--- src/pag_pkg.sv ---
`default_nettype none
package pag_pkg;
    // enable registers inside the configuration table
    localparam logic [7:0] ACCESS_GRANT_RW_OFS       = 8'hC0;
    localparam logic [7:0] ACCESS_GRANT_READ_AUX_OFS = 8'hC1;
    localparam logic [7:0] ACCESS_GRANT_RW_RST       = 8'h10;
    localparam logic [7:0] ACCESS_GRANT_READ_AUX_RST = 8'h03;

    // access_grant_rw fields
    localparam int GRANT_RW_MASKED_TAIL      = 6;
    localparam int GRANT_RW_CONFIG_TABLE     = 5;
    localparam int GRANT_RW_THRESHOLDS_LOW   = 4;
    localparam int GRANT_RW_THRESHOLDS_HIGH  = 3;
    localparam int GRANT_WRITE_MAIN_LOW      = 2;
    localparam int GRANT_WRITE_AUX_LOW       = 1;
    localparam int GRANT_WRITE_AUX_HIGH      = 0;

    // access_grant_read_aux fields
    localparam int GRANT_RW_LOOKUP_PAGE        = 7;
    localparam int GRANT_READ_MASKED_TAIL      = 6;
    localparam int GRANT_READ_CONFIG_TABLE     = 5;
    localparam int GRANT_READ_THRESHOLDS_LOW   = 4;
    localparam int GRANT_READ_THRESHOLDS_HIGH  = 3;
    localparam int GRANT_WRITE_LEVEL1_KEY      = 2;
    localparam int OPEN_WRITE_AUX_LOW          = 1;
    localparam int OPEN_WRITE_AUX_HIGH         = 0;

    // table numbers of the upper page
    localparam logic [7:0] TBL_THRESHOLDS   = 8'h01;
    localparam logic [7:0] TBL_CONFIG       = 8'h02;
    localparam logic [7:0] TBL_LOOKUP       = 8'h04;
    localparam logic [7:0] TBL_MASKED_ALT   = 8'h05;

    // address bounds
    localparam logic [7:0] ADDR_UPPER_BASE      = 8'h80;
    localparam logic [7:0] ADDR_MAIN_LOW_LAST   = 8'h5F;
    localparam logic [7:0] ADDR_THR_LOW_LAST    = 8'hBF;
    localparam logic [7:0] ADDR_THR_HIGH_LAST   = 8'hF7;
    localparam logic [7:0] ADDR_TAIL_BASE       = 8'hF8;
    localparam logic [7:0] ADDR_KEY1_BASE       = 8'hB0;
    localparam logic [7:0] ADDR_KEY1_LAST       = 8'hB3;

    typedef enum logic [3:0] {
        RG_FREE       = 4'h0,
        RG_MAIN_LOW   = 4'h1,
        RG_THR_LOW    = 4'h2,
        RG_THR_HIGH   = 4'h3,
        RG_TAIL       = 4'h4,
        RG_CONFIG     = 4'h5,
        RG_KEY1       = 4'h6,
        RG_LOOKUP     = 4'h7,
        RG_AUX_LOW    = 4'h8,
        RG_AUX_HIGH   = 4'h9,
        RG_LOCKED     = 4'hA
    } pag_region_t;
endpackage
`default_nettype wire

--- src/pag_gate.sv ---
`default_nettype none
module pag_gate
    import pag_pkg::*;
(
    input  wire logic        i_mclk,
    input  wire logic        i_rst,
    input  wire logic        i_req_valid,
    input  wire logic        i_req_write,
    input  wire logic        i_req_aux,
    input  wire logic [7:0]  i_req_table,
    input  wire logic [7:0]  i_req_addr,
    input  wire logic [7:0]  i_req_wdata,
    input  wire logic        i_pw1,
    input  wire logic        i_pw2,
    input  wire logic        i_mask,
    output logic             o_req_allow,
    output logic             o_wr_commit,
    output logic             o_rd_valid,
    output logic [7:0]       o_rd_data,
    output logic             o_rd_own,
    output logic [7:0]       o_access_grant_rw,
    output logic [7:0]       o_access_grant_read_aux
);
    function automatic pag_region_t decode(input logic aux, input logic [7:0] tbl,
                                           input logic [7:0] addr, input logic mask);
        pag_region_t r;
        r = RG_FREE;
        if (aux)
        begin
            if (addr < ADDR_UPPER_BASE)
            begin
                r = RG_AUX_LOW;
            end
            else
            begin
                r = RG_AUX_HIGH;
            end
        end
        else if (addr < ADDR_UPPER_BASE)
        begin
            if (addr <= ADDR_MAIN_LOW_LAST)
            begin
                r = RG_MAIN_LOW;
            end
        end
        else if (addr >= ADDR_TAIL_BASE && (tbl == TBL_THRESHOLDS || tbl == TBL_MASKED_ALT))
        begin
            if (tbl == (mask ? TBL_MASKED_ALT : TBL_THRESHOLDS))
            begin
                r = RG_TAIL;
            end
            else
            begin
                r = RG_LOCKED;
            end
        end
        else if (tbl == TBL_THRESHOLDS)
        begin
            if (addr <= ADDR_THR_LOW_LAST)
            begin
                r = RG_THR_LOW;
            end
            else if (addr <= ADDR_THR_HIGH_LAST)
            begin
                r = RG_THR_HIGH;
            end
            else
            begin
                r = RG_LOCKED;
            end
        end
        else if (tbl == TBL_CONFIG)
        begin
            if (addr >= ADDR_KEY1_BASE && addr <= ADDR_KEY1_LAST)
            begin
                r = RG_KEY1;
            end
            else
            begin
                r = RG_CONFIG;
            end
        end
        else if (tbl == TBL_LOOKUP)
        begin
            r = RG_LOOKUP;
        end
        return r;
    endfunction

    function automatic logic own_reg(input logic aux, input logic [7:0] tbl,
                                     input logic [7:0] addr, input logic [7:0] ofs);
        return !aux && tbl == TBL_CONFIG && addr == ofs;
    endfunction

    pag_region_t region;
    logic        allow;
    logic        hit_rw;
    logic        hit_rd;
    logic [7:0]  grant_rw_q;
    logic [7:0]  grant_rw_d;
    logic [7:0]  grant_rd_q;
    logic [7:0]  grant_rd_d;
    logic        commit_q;
    logic        commit_d;
    logic        rd_valid_q;
    logic        rd_valid_d;
    logic [7:0]  rd_data_q;
    logic [7:0]  rd_data_d;
    logic        rd_own_q;
    logic        rd_own_d;

    assign region = decode(i_req_aux, i_req_table, i_req_addr, i_mask);
    assign hit_rw = own_reg(i_req_aux, i_req_table, i_req_addr, ACCESS_GRANT_RW_OFS);
    assign hit_rd = own_reg(i_req_aux, i_req_table, i_req_addr, ACCESS_GRANT_READ_AUX_OFS);

    pag_check u_check (
        .i_region   (region),
        .i_write    (i_req_write),
        .i_pw1      (i_pw1),
        .i_pw2      (i_pw2),
        .i_grant_rw ({1'b0, grant_rw_q[6:0]}),
        .i_grant_rd (grant_rd_q),
        .o_allow    (allow)
    );

    assign o_req_allow = i_req_valid && allow;

    always_comb
    begin
        grant_rw_d = grant_rw_q;
        grant_rd_d = grant_rd_q;
        if (i_req_valid && i_req_write && allow)
        begin
            if (hit_rw)
            begin
                grant_rw_d = i_req_wdata;
                if (!i_pw2)
                begin
                    grant_rw_d[GRANT_RW_CONFIG_TABLE] = grant_rw_q[GRANT_RW_CONFIG_TABLE];
                end
            end
            if (hit_rd)
            begin
                grant_rd_d = i_req_wdata;
            end
        end
    end

    always_ff @(posedge i_mclk or posedge i_rst)
    begin
        if (i_rst)
        begin
            grant_rw_q <= ACCESS_GRANT_RW_RST;
            grant_rd_q <= ACCESS_GRANT_READ_AUX_RST;
        end
        else
        begin
            grant_rw_q <= grant_rw_d;
            grant_rd_q <= grant_rd_d;
        end
    end

    always_comb
    begin
        commit_d   = 1'b0;
        rd_valid_d = 1'b0;
        rd_data_d  = 8'h00;
        rd_own_d   = 1'b0;
        if (i_req_valid && i_req_write)
        begin
            commit_d = allow;
        end
        else if (i_req_valid)
        begin
            rd_valid_d = 1'b1;
            rd_own_d   = hit_rw || hit_rd;
            if (allow && hit_rw)
            begin
                rd_data_d = grant_rw_q;
            end
            else if (allow && hit_rd)
            begin
                rd_data_d = grant_rd_q;
            end
        end
    end

    always_ff @(posedge i_mclk or posedge i_rst)
    begin
        if (i_rst)
        begin
            commit_q   <= 1'b0;
            rd_valid_q <= 1'b0;
            rd_data_q  <= 8'h00;
            rd_own_q   <= 1'b0;
        end
        else
        begin
            commit_q   <= commit_d;
            rd_valid_q <= rd_valid_d;
            rd_data_q  <= rd_data_d;
            rd_own_q   <= rd_own_d;
        end
    end

    assign o_wr_commit             = commit_q;
    assign o_rd_valid              = rd_valid_q;
    assign o_rd_data               = rd_data_q;
    assign o_rd_own                = rd_own_q;
    assign o_access_grant_rw       = grant_rw_q;
    assign o_access_grant_read_aux = grant_rd_q;
endmodule
`default_nettype wire

--- src/pag_check.sv ---
`default_nettype none
module pag_check
    import pag_pkg::*;
(
    input  wire pag_region_t i_region,
    input  wire logic        i_write,
    input  wire logic        i_pw1,
    input  wire logic        i_pw2,
    input  wire logic [7:0]  i_grant_rw,
    input  wire logic [7:0]  i_grant_rd,
    output logic             o_allow
);
    logic lvl1_rw;
    logic lvl1_rd;
    logic lvl0_wr;

    always_comb
    begin
        lvl1_rw = 1'b0;
        lvl1_rd = 1'b0;
        lvl0_wr = 1'b0;
        case (i_region)
            RG_TAIL:
            begin
                lvl1_rw = i_grant_rw[GRANT_RW_MASKED_TAIL];
                lvl1_rd = i_grant_rd[GRANT_READ_MASKED_TAIL];
            end
            RG_CONFIG, RG_KEY1:
            begin
                lvl1_rw = i_grant_rw[GRANT_RW_CONFIG_TABLE];
                lvl1_rd = i_grant_rd[GRANT_READ_CONFIG_TABLE];
            end
            RG_THR_LOW:
            begin
                lvl1_rw = i_grant_rw[GRANT_RW_THRESHOLDS_LOW];
                lvl1_rd = i_grant_rd[GRANT_READ_THRESHOLDS_LOW];
            end
            RG_THR_HIGH:
            begin
                lvl1_rw = i_grant_rw[GRANT_RW_THRESHOLDS_HIGH];
                lvl1_rd = i_grant_rd[GRANT_READ_THRESHOLDS_HIGH];
            end
            RG_LOOKUP:
            begin
                lvl1_rw = i_grant_rd[GRANT_RW_LOOKUP_PAGE];
            end
            RG_MAIN_LOW:
            begin
                lvl1_rw = i_grant_rw[GRANT_WRITE_MAIN_LOW];
                lvl0_wr = 1'b0;
            end
            RG_AUX_LOW:
            begin
                lvl1_rw = i_grant_rw[GRANT_WRITE_AUX_LOW];
                lvl0_wr = i_grant_rd[OPEN_WRITE_AUX_LOW];
            end
            RG_AUX_HIGH:
            begin
                lvl1_rw = i_grant_rw[GRANT_WRITE_AUX_HIGH];
                lvl0_wr = i_grant_rd[OPEN_WRITE_AUX_HIGH];
            end
            default:
            begin
                lvl1_rw = 1'b0;
            end
        endcase
    end

    always_comb
    begin
        o_allow = 1'b0;
        if (i_pw2 || i_region == RG_FREE)
        begin
            o_allow = i_region != RG_LOCKED || i_pw2;
        end
        else if (i_write)
        begin
            if (i_region == RG_KEY1)
            begin
                o_allow = i_pw1 && i_grant_rd[GRANT_WRITE_LEVEL1_KEY];
            end
            else
            begin
                o_allow = (i_pw1 && lvl1_rw) || lvl0_wr;
            end
        end
        else
        begin
            case (i_region)
                RG_MAIN_LOW, RG_AUX_LOW, RG_AUX_HIGH: o_allow = 1'b1;
                default: o_allow = i_pw1 && (lvl1_rw || lvl1_rd);
            endcase
        end
    end
endmodule
`default_nettype wire

--- config.mk ---
export PLATFORM = sky130hd
export DESIGN_NAME = pag_gate
export DESIGN_NICKNAME = d
export VERILOG_FILES = /design/src/pag_pkg.sv /design/src/pag_gate.sv /design/src/pag_check.sv
export SDC_FILE = /design/constraint.sdc
export NUM_CORES = 1
export LEC_CHECK = 0
export BUFFER_PORTS_ARGS = -buffer_cell sky130_fd_sc_hd__buf_2
export CAP_MARGIN = 30
export CORE_ASPECT_RATIO = 0.9
export CORE_MARGIN = 4
export CORE_UTILIZATION = 53
export DETAILED_ROUTE_END_ITERATION = 16
export PLACE_DENSITY = 0.95
export SYNTH_ARGS = -nofsm -noshare
export SYNTH_HDL_FRONTEND = slang
export SYNTH_SLANG_ARGS = --single-unit
--- constraint.sdc ---
create_clock -name i_mclk -period 6.95 [get_ports i_mclk]
set_clock_uncertainty 0.2 [all_clocks]
set_input_delay 0.3475 -clock i_mclk [delete_from_list [all_inputs] [get_ports i_mclk]]
set_output_delay 0.3475 -clock i_mclk [all_outputs]
set_load 0.02 [all_outputs]
==> results of run 1 <==
-- Yosys cell counts (all sizes together), types with 2 or more instances --
library cell  instances  share of area
dfrtp                24           0.35
mux2                 18           0.12
nor3                 13          0.038
mux2i                11          0.064
nand3                11          0.032
a21oi                 9          0.026
nand2                 8          0.018
inv                   7          0.015
nor2                  7          0.015
and3                  4          0.018
clkbuf                4          0.023
nand4                 4          0.015
dfstp                 3          0.046
nand3b                3          0.013
a211o                 2          0.011
a221oi                2          0.014
and2                  2         0.0073
o22ai                 2         0.0073
or2                   2         0.0073
or4                   2          0.011
xnor2                 2          0.010
-- metal layers --
layer / routed length (um) / vias up / share of wire
met2: 1970 / 95 / 0.47
met3: 400 / 7 / 0.096
met1: 1730 / 707 / 0.42
li1: - / 743 / -
met4: 53 / 0 / 0.013
met5: 0 / - / 0
-- area by class of cell --
| cell class | instances | area, sq um |
|---|---|---|
| fill | 251 | 1030 |
| multi-input combinational | 125 | 953 |
| sequential | 27 | 679 |
| timing repair buffer | 59 | 295 |
| tap | 42 | 52.6 |
| inverter | 7 | 26.3 |
| clock buffer | 3 | 22.5 |
| clock inverter | 1 | 5.00 |
-- power groups by stage --
| stage | logic, W | clock network (W) | registers, W |
|---|---|---|---|
| after floorplan | 0.0000287 | 0 | 0.000162 |
| after global placement | 0.0000449 | 0 | 0.000161 |
| after CTS | 0.0000464 | 0.0000654 | 0.000158 |
| after global routing | 0.0000515 | 0.0000741 | 0.000158 |
| final | 0.0000468 | 0.0000643 | 0.000158 |
| after detailed placement | 0.0000460 | 0 | 0.000161 |
-- state kept, by name, indices dropped and copies added, names as in the netlist --
signal and flops:
o_rd_valid 1, o_rd_own 1, o_access_grant_rw 8, o_access_grant_read_aux 8, o_rd_data 8, o_wr_commit 1
-- stage by stage --
step | cell area (sq um) | utilization | worst slack, ns
3_3_place_gp | 2010 | 0.654 | 3.31
5_1_grt | 2030 | 0.663 | 3.07
4_1_cts | 2030 | 0.663 | 3.21
3_5_place_dp | 2010 | 0.654 | 3.20
6_report | 2030 | 0.663 | 3.15
2_1_floorplan | 1710 | - | 3.49
-- cell families after synthesis --
group	share of synthesized area
AOI/OAI and AO/OA	0.154
xor gates and xnor gates	0.0154
buffers and inverters	0.0454
DFF	0.397
muxes	0.183
and+or+nand+nor	0.206
-- worst max path at each step --
| stage | cells after the start | slack [ns] | to |
|---|---|---|---|
| finish | 10 | 3.15 | o_req_allow |
| floorplan | 9 | 3.49 | o_access_grant_rw[0] |
| global route | 10 | 3.07 | o_req_allow |
| detailed placement | 9 | 3.20 | o_access_grant_rw[3] |
| CTS | 10 | 3.21 | o_req_allow |
| global placement | 10 | 3.31 | o_req_allow |
-- critical path, delay by kind of cell --
family                 cells  cell delay (ns)
AND/OR/NAND/NOR            2             0.84
buffers and inverters      2             0.31
AO/OA/AOI/OAI              5             1.38
multiplexers               1             0.37
==> results.tsv, run 1 <==
metric	value	unit
grt.overflow.total	0	
numCtsBuffers	3	
grt_setup_unrepaired	false	
pwr-share-comb	0.174	
p_total	0.000269	W
cp-end-kind	primary output	
p_int	0.000197	W
fin_crit	3.80	ns
antenna_found_initial	0	
relSlewSlack	0.375	
grt_max_degree	28	
critPathKind	input port to primary output	
dp_cells	260	
hold_viol_final	0	
use_met1	0.284	
syn_area	1710	sq um
via_per_inst	5.88	
instances_no_fill	264	
grt_pass1_wl	6.76	mm
clk_pin_slew	0.14	ns
setup_tns	0	ns
r2r_cells	7	
track_usage	0.212	
ir_worst_vdd	0.000109	V
insertion_delay	0.32	ns
grt_pass1_vias	1484	
r2r_start	o_access_grant_rw[2]	
cts_hold_buf	0	
fp.dieW	67.9	um
hold_path.class	input port to asynchronous set/reset pin	
ant_nets	0	
yosysWarnings	0	
slew_violations	0	
synth.distinct_cells	52	
clock-sinks	27	
synth_fp_nets	196	
drive_above_1_share	0.423	
place_congestion	1.02	
cp_slowest_stage_delay	0.59	ns
startpoint	i_req_table[2]	
timing.hold.ws	0.0144	ns
period_share	0.546	
outcome	complete, no violations	
first_pass_iters	4	
power_frac_clock	0.239	
grt_use_met2	0.358	
r2r-end	o_access_grant_rw[3]	
avgSynthCellArea	10.4	sq um
initial_core_util	0.558	
clock.fmax	263	MHz
layout_common_cells	buf_2, dfrtp_1, mux2_2	
layout.nets	255	
final_common_cell	buf_2	
grt.busiest_layer	met2	
postCtsSetupRepairBufs	0	
p_sw	0.0000717	W
setup_violations	0	
synth_cells	164	
seq_power_share	0.587	
dp.final_hpwl	3.38	mm
rrSetupSlack	4.52	ns
max_cap_violations	0	
cts_resized	0	
detail_route.iter0.violations	103	
drc	0	
ys_ff_latch	27	
port_buffers	59	
n_antenna_cell	0	
synthFlopType	dfrtp_1	
synth.yosys.seq_area_share	0.397	
synth-edff-count	0	
core-area	3070	sq um
cp_common_cell	buf_2	
worstMarginPinSlew	0.937	ns
crit_required	6.40	ns
crit_arrival	3.25	ns
cts_root_buf	clkbuf_4	
use_met3	0.0468	
die_h	61.9	um
vias	1552	
rows	19	
cts_max_path_buffers	2	
start_kind	input port	
dieArea	4200	sq um
syn2layout_area_growth	18.9	%
htreeDepth	1	
totalWireLength	4.15	mm
p_sw_frac	0.266	
slowest_stage	or4_4	
cts_tree	built	
detail_route.wl_per_cell	15.7	um
async_reset_ff_frac	1.00	
crit_fanout	6	
ioPinCount	60	
cellPowerDensity	132	nW/um^2
leakagePower	1.05	nW
cp_cell_sequence	buf_2, or2_0, or4_4, a311oi_2, a21o_1, mux2_2, a2111o_1, a22oi_1, o22ai_1, buf_2	
Power figures use the tool's default switching activity.
==> run 2, diff against run 1 <==
CORE_UTILIZATION = 50   (was 53)
PLACE_DENSITY = 0.92   (was 0.95)
clock period = 3.7 ns   (was 6.95 ns; I/O delays follow)
==> results.tsv, run 2 (same netlist as run 1, synthesis figures left out) <==
metric	value	unit
grt_setup_unrepaired	false	
cp.buffers_inverters	2	
grt_pass1_wl	7.45	mm
holdPathStages	2	
track_usage	0.206	
detail_route.wl_per_cell	16.5	um
grt_pass1_vias	1567	
postCtsSetupRepairBufs	0	
die_h	63.5	um
ir_worst_vdd	0.000309	V
via_per_inst	5.95	
dieArea	4420	sq um
grt_max_degree	28	
numCtsBuffers	3	
hold_path.class	input port to flop	
cp-end-kind	primary output	
cp_slowest_stage_delay	0.59	ns
setup_violations	0	
holdPathEnd	o_wr_commit	
start_kind	input port	
cellPowerDensity	255	nW/um^2
dpl-instance-area	2010	sq um
antenna_found_initial	0	
dp_cells	260	
fin_util	0.690	
max_cap_violations	0	
cts_resized	0	
r2r_start	o_access_grant_read_aux[7]	
vias	1635	
critPathKind	input port to primary output	
stdcell_area	2180	sq um
core-area	3160	sq um
ant_nets	0	
n_antenna_cell	0	
layout.nets	266	
slowest_stage	or4_4	
dp.final_hpwl	3.55	mm
rows	19	
cp_common_cell	buf_2	
hold_start	i_req_write	
critPathTopFamily	compound AO/OA/AOI/OAI gates	
period_share	0.929	
instances_no_fill	275	
detail_route.iter0.violations	141	
clock-sinks	27	
crit_required	3.31	ns
clk_pin_slew	0.09	ns
htreeDepth	1	
cts_hold_buf	10	
insertion_delay	0.27	ns
rrSetupSlack	1.24	ns
timing.hold.ws	0.0261	ns
syn2layout_area_growth	27.5	%
initial_core_util	0.541	
r2r-end	o_access_grant_read_aux[3]	
relSlewSlack	0.548	
leakagePower	1.11	nW
first_pass_iters	5	
crit_arrival	3.05	ns
place_congestion	0.991	
worstMarginPinSlew	0.676	ns
hold_viol_final	0	
setup_tns	0	ns
layout_common_cells	buf_2, dfrtp_1, mux2_2	
crit_fanout	6	
drc	0	
grt.overflow.total	0	
cts_root_buf	clkbuf_8	
slew_violations	0	
outcome	complete, no violations	
cts_max_path_buffers	2	
cts_tree	built	
port_buffers	59	
totalWireLength	4.54	mm
fp.dieW	69.7	um
fin_crit	3.44	ns
clock.fmax	291	MHz
cp_cell_sequence	buf_2, or2_0, or4_4, a311oi_2, a21o_1, mux2_2, a2111o_1, a22oi_1, o22ai_1, buf_2	
r2r_cells	6	
drive_above_1_share	0.408	
ioPinCount	60	
final_common_cell	buf_2	
## run 2: how the worst max path moves through the flow
stage	slack, ns	end	startpoint	depth (start not counted)
2_1_floorplan	0.40	o_access_grant_rw[0]	i_req_table[2]	9
3_3_place_gp	0.23	o_access_grant_rw[1]	i_req_table[2]	9
3_5_place_dp	0.11	o_access_grant_rw[1]	i_req_table[2]	9
4_1_cts	0.32	o_req_allow	i_req_table[2]	10
5_1_grt	0.14	o_req_allow	i_req_table[2]	10
6_report	0.26	o_req_allow	i_req_table[2]	10
## run 2: layout make-up
type	count	area [sq um]
clock buffer	3	41.3
clock inverter	1	5.00
fill	246	981
inverter	7	26.3
multi-input combinational	125	953
sequential	27	679
tap	42	52.6
timing repair buffer	70	423
## run 2: worst reg2reg max path, stage by stage (launching register included)
cell,delay [ns]
dfrtp_1,0.43
and3_1,0.17
a221oi_1,0.29
a32o_1,0.22
and3_4,0.22
a2bb2oi_1,0.42
mux2_2,0.40
## run 2: stage by stage
| stage | power, W | worst slack [ns] |
|---|---|---|
| 2_1_floorplan | 0.000358 | 0.402 |
| 3_3_place_gp | 0.000386 | 0.225 |
| 3_5_place_dp | 0.000389 | 0.109 |
| 4_1_cts | 0.000556 | 0.324 |
| 5_1_grt | 0.000582 | 0.143 |
| 6_report | 0.000557 | 0.264 |
## run 2: layer usage
metal,share of wire,track usage,vias to the layer above
met5,0,0,-
met2,0.49,0.348,107
met3,0.11,0.0636,13
li1,-,-,762
met4,0.018,0.0455,0
met1,0.39,0.259,753
## run 2: power by group
part | switching (W) | internal, W | total (W)
Sequential | 0.000000269 | 0.000296 | 0.000296
Combinational | 0.0000564 | 0.0000437 | 0.000100
Clock | 0.0000848 | 0.0000753 | 0.000160
Total | 0.000141 | 0.000415 | 0.000557
==> run 3, diff against run 2 <==
CORE_UTILIZATION = 34   (was 50)
PLACE_DENSITY = 0.7   (was 0.92)
==> results.tsv, run 3 (same netlist as run 1, synthesis figures left out) <==
metric	value	unit
die_h	75.3	um
cp-end-kind	primary output	
via_per_inst	5.34	
n_antenna_cell	0	
fin_crit	3.38	ns
outcome	complete, no violations	
fp.dieW	82.8	um
final_common_cell	buf_2	
setup_tns	0	ns
worstMarginPinSlew	0.739	ns
setup_violations	0	
drc	0	
crit_arrival	2.99	ns
cp_slowest_stage_delay	0.59	ns
critPathKind	input port to primary output	
numCtsBuffers	3	
period_share	0.913	
grt_max_degree	18	
crit_fanout	6	
use_met3	0.0371	
cp_common_cell	buf_2	
core-area	4860	sq um
cellPowerDensity	258	nW/um^2
max_cap_violations	0	
cts_max_path_buffers	2	
critPathTopFamily	compound AO/OA/AOI/OAI gates	
dp.final_hpwl	3.98	mm
cts_tree	built	
slew_violations	0	
first_pass_iters	5	
syn2layout_area_growth	30.4	%
grt.busiest_layer	met2	
port_buffers	59	
ant_nets	0	
detail_route.wl_per_cell	16.2	um
grt_pass1_wl	7.91	mm
rrSetupSlack	1.25	ns
cts_root_buf	clkbuf_8	
grt_pass1_vias	1558	
totalWireLength	4.90	mm
clock-sinks	27	
clock.fmax	296	MHz
ir_worst_vdd	0.000171	V
insertion_delay	0.28	ns
dieArea	6230	sq um
detail_route.iter0.violations	175	
instances_no_fill	302	
grt.overflow.total	0	
relSlewSlack	0.505	
start_kind	input port	
clk_pin_slew	0.09	ns
initial_core_util	0.352	
grt_setup_unrepaired	false	
use_met1	0.246	
timing.hold.ws	0.0356	ns
hold_path.class	input port to flop	
antenna_found_initial	0	
ioPinCount	60	
cp.buffers_inverters	2	
timing.final.ws_setup	0.321	ns
place_congestion	0.974	
layout.nets	270	
layout_common_cells	buf_2, dfrtp_1, mux2_2	
cp_cell_sequence	buf_2, or2_0, or4_4, a311oi_2, a21o_1, mux2_2, a2111o_1, a22oi_1, o22ai_1, buf_2	
vias	1613	
htreeDepth	1	
crit_required	3.31	ns
leakagePower	1.13	nW
dp_cells	288	
hold_viol_final	0	
slowest_stage	or4_4	
dpl_worst_slack	0.249	ns
drive_above_1_share	0.418	
rows	24	
postCtsSetupRepairBufs	0	
track_usage	0.167	
grt_use_met2	0.254	
run 3: power breakdown:
part	switching, W	internal, W	leakage [nW]
sequential	0.000000260	0.000296	0.365
combinational	0.0000583	0.0000440	0.739
clock	0.0000985	0.0000792	0.0261
run 3: per-stage QoR:
step                      utilization  area [sq um]  total power, W
after global routing            0.459          2230        0.000600
after floorplan                     -          1710        0.000358
after detailed placement        0.428          2080        0.000396
after CTS                       0.459          2230        0.000582
final                           0.459          2230        0.000577
after global placement          0.425          2070        0.000394
run 3: layer usage:
metal / wire [um] / up-vias / share of wire
li1: - / 777 / -
met1: 2150 / 752 / 0.44
met2: 2270 / 78 / 0.46
met3: 432 / 6 / 0.088
met4: 46 / 0 / 0.0094
met5: 0 / - / 0
run 3: worst paths after layout:
| kind | from | end | depth (start not counted) |
|---|---|---|---|
| worst min-delay path | i_req_write | o_wr_commit | 2 |
| worst min register to register | o_access_grant_rw[7] | o_access_grant_rw[7] | 1 |
| worst max-delay path | i_req_table[2] | o_req_allow | 10 |
| min in group asynchronous | i_rst | o_access_grant_read_aux[7] | 3 |
| worst max register to register | o_access_grant_read_aux[7] | o_access_grant_read_aux[3] | 6 |
| max in group asynchronous | i_rst | o_rd_data[6] | 4 |
run 3: timing repair:
item                                    CTS  global route
hold buffers                             10             0
resized for setup                         0             0
hold endpoints to repair                 28             0
endpoints found under the setup margin    0             0
run 3: layout make-up:
| class | instances | area (sq um) |
|---|---|---|
| clock buffers | 3 | 41.3 |
| clock inverters | 1 | 8.76 |
| fillers | 493 | 2630 |
| inverters | 7 | 26.3 |
| multi-input cells | 125 | 953 |
| flip-flops and latches | 27 | 679 |
| well taps | 65 | 81.3 |
| repair buffers | 74 | 440 |
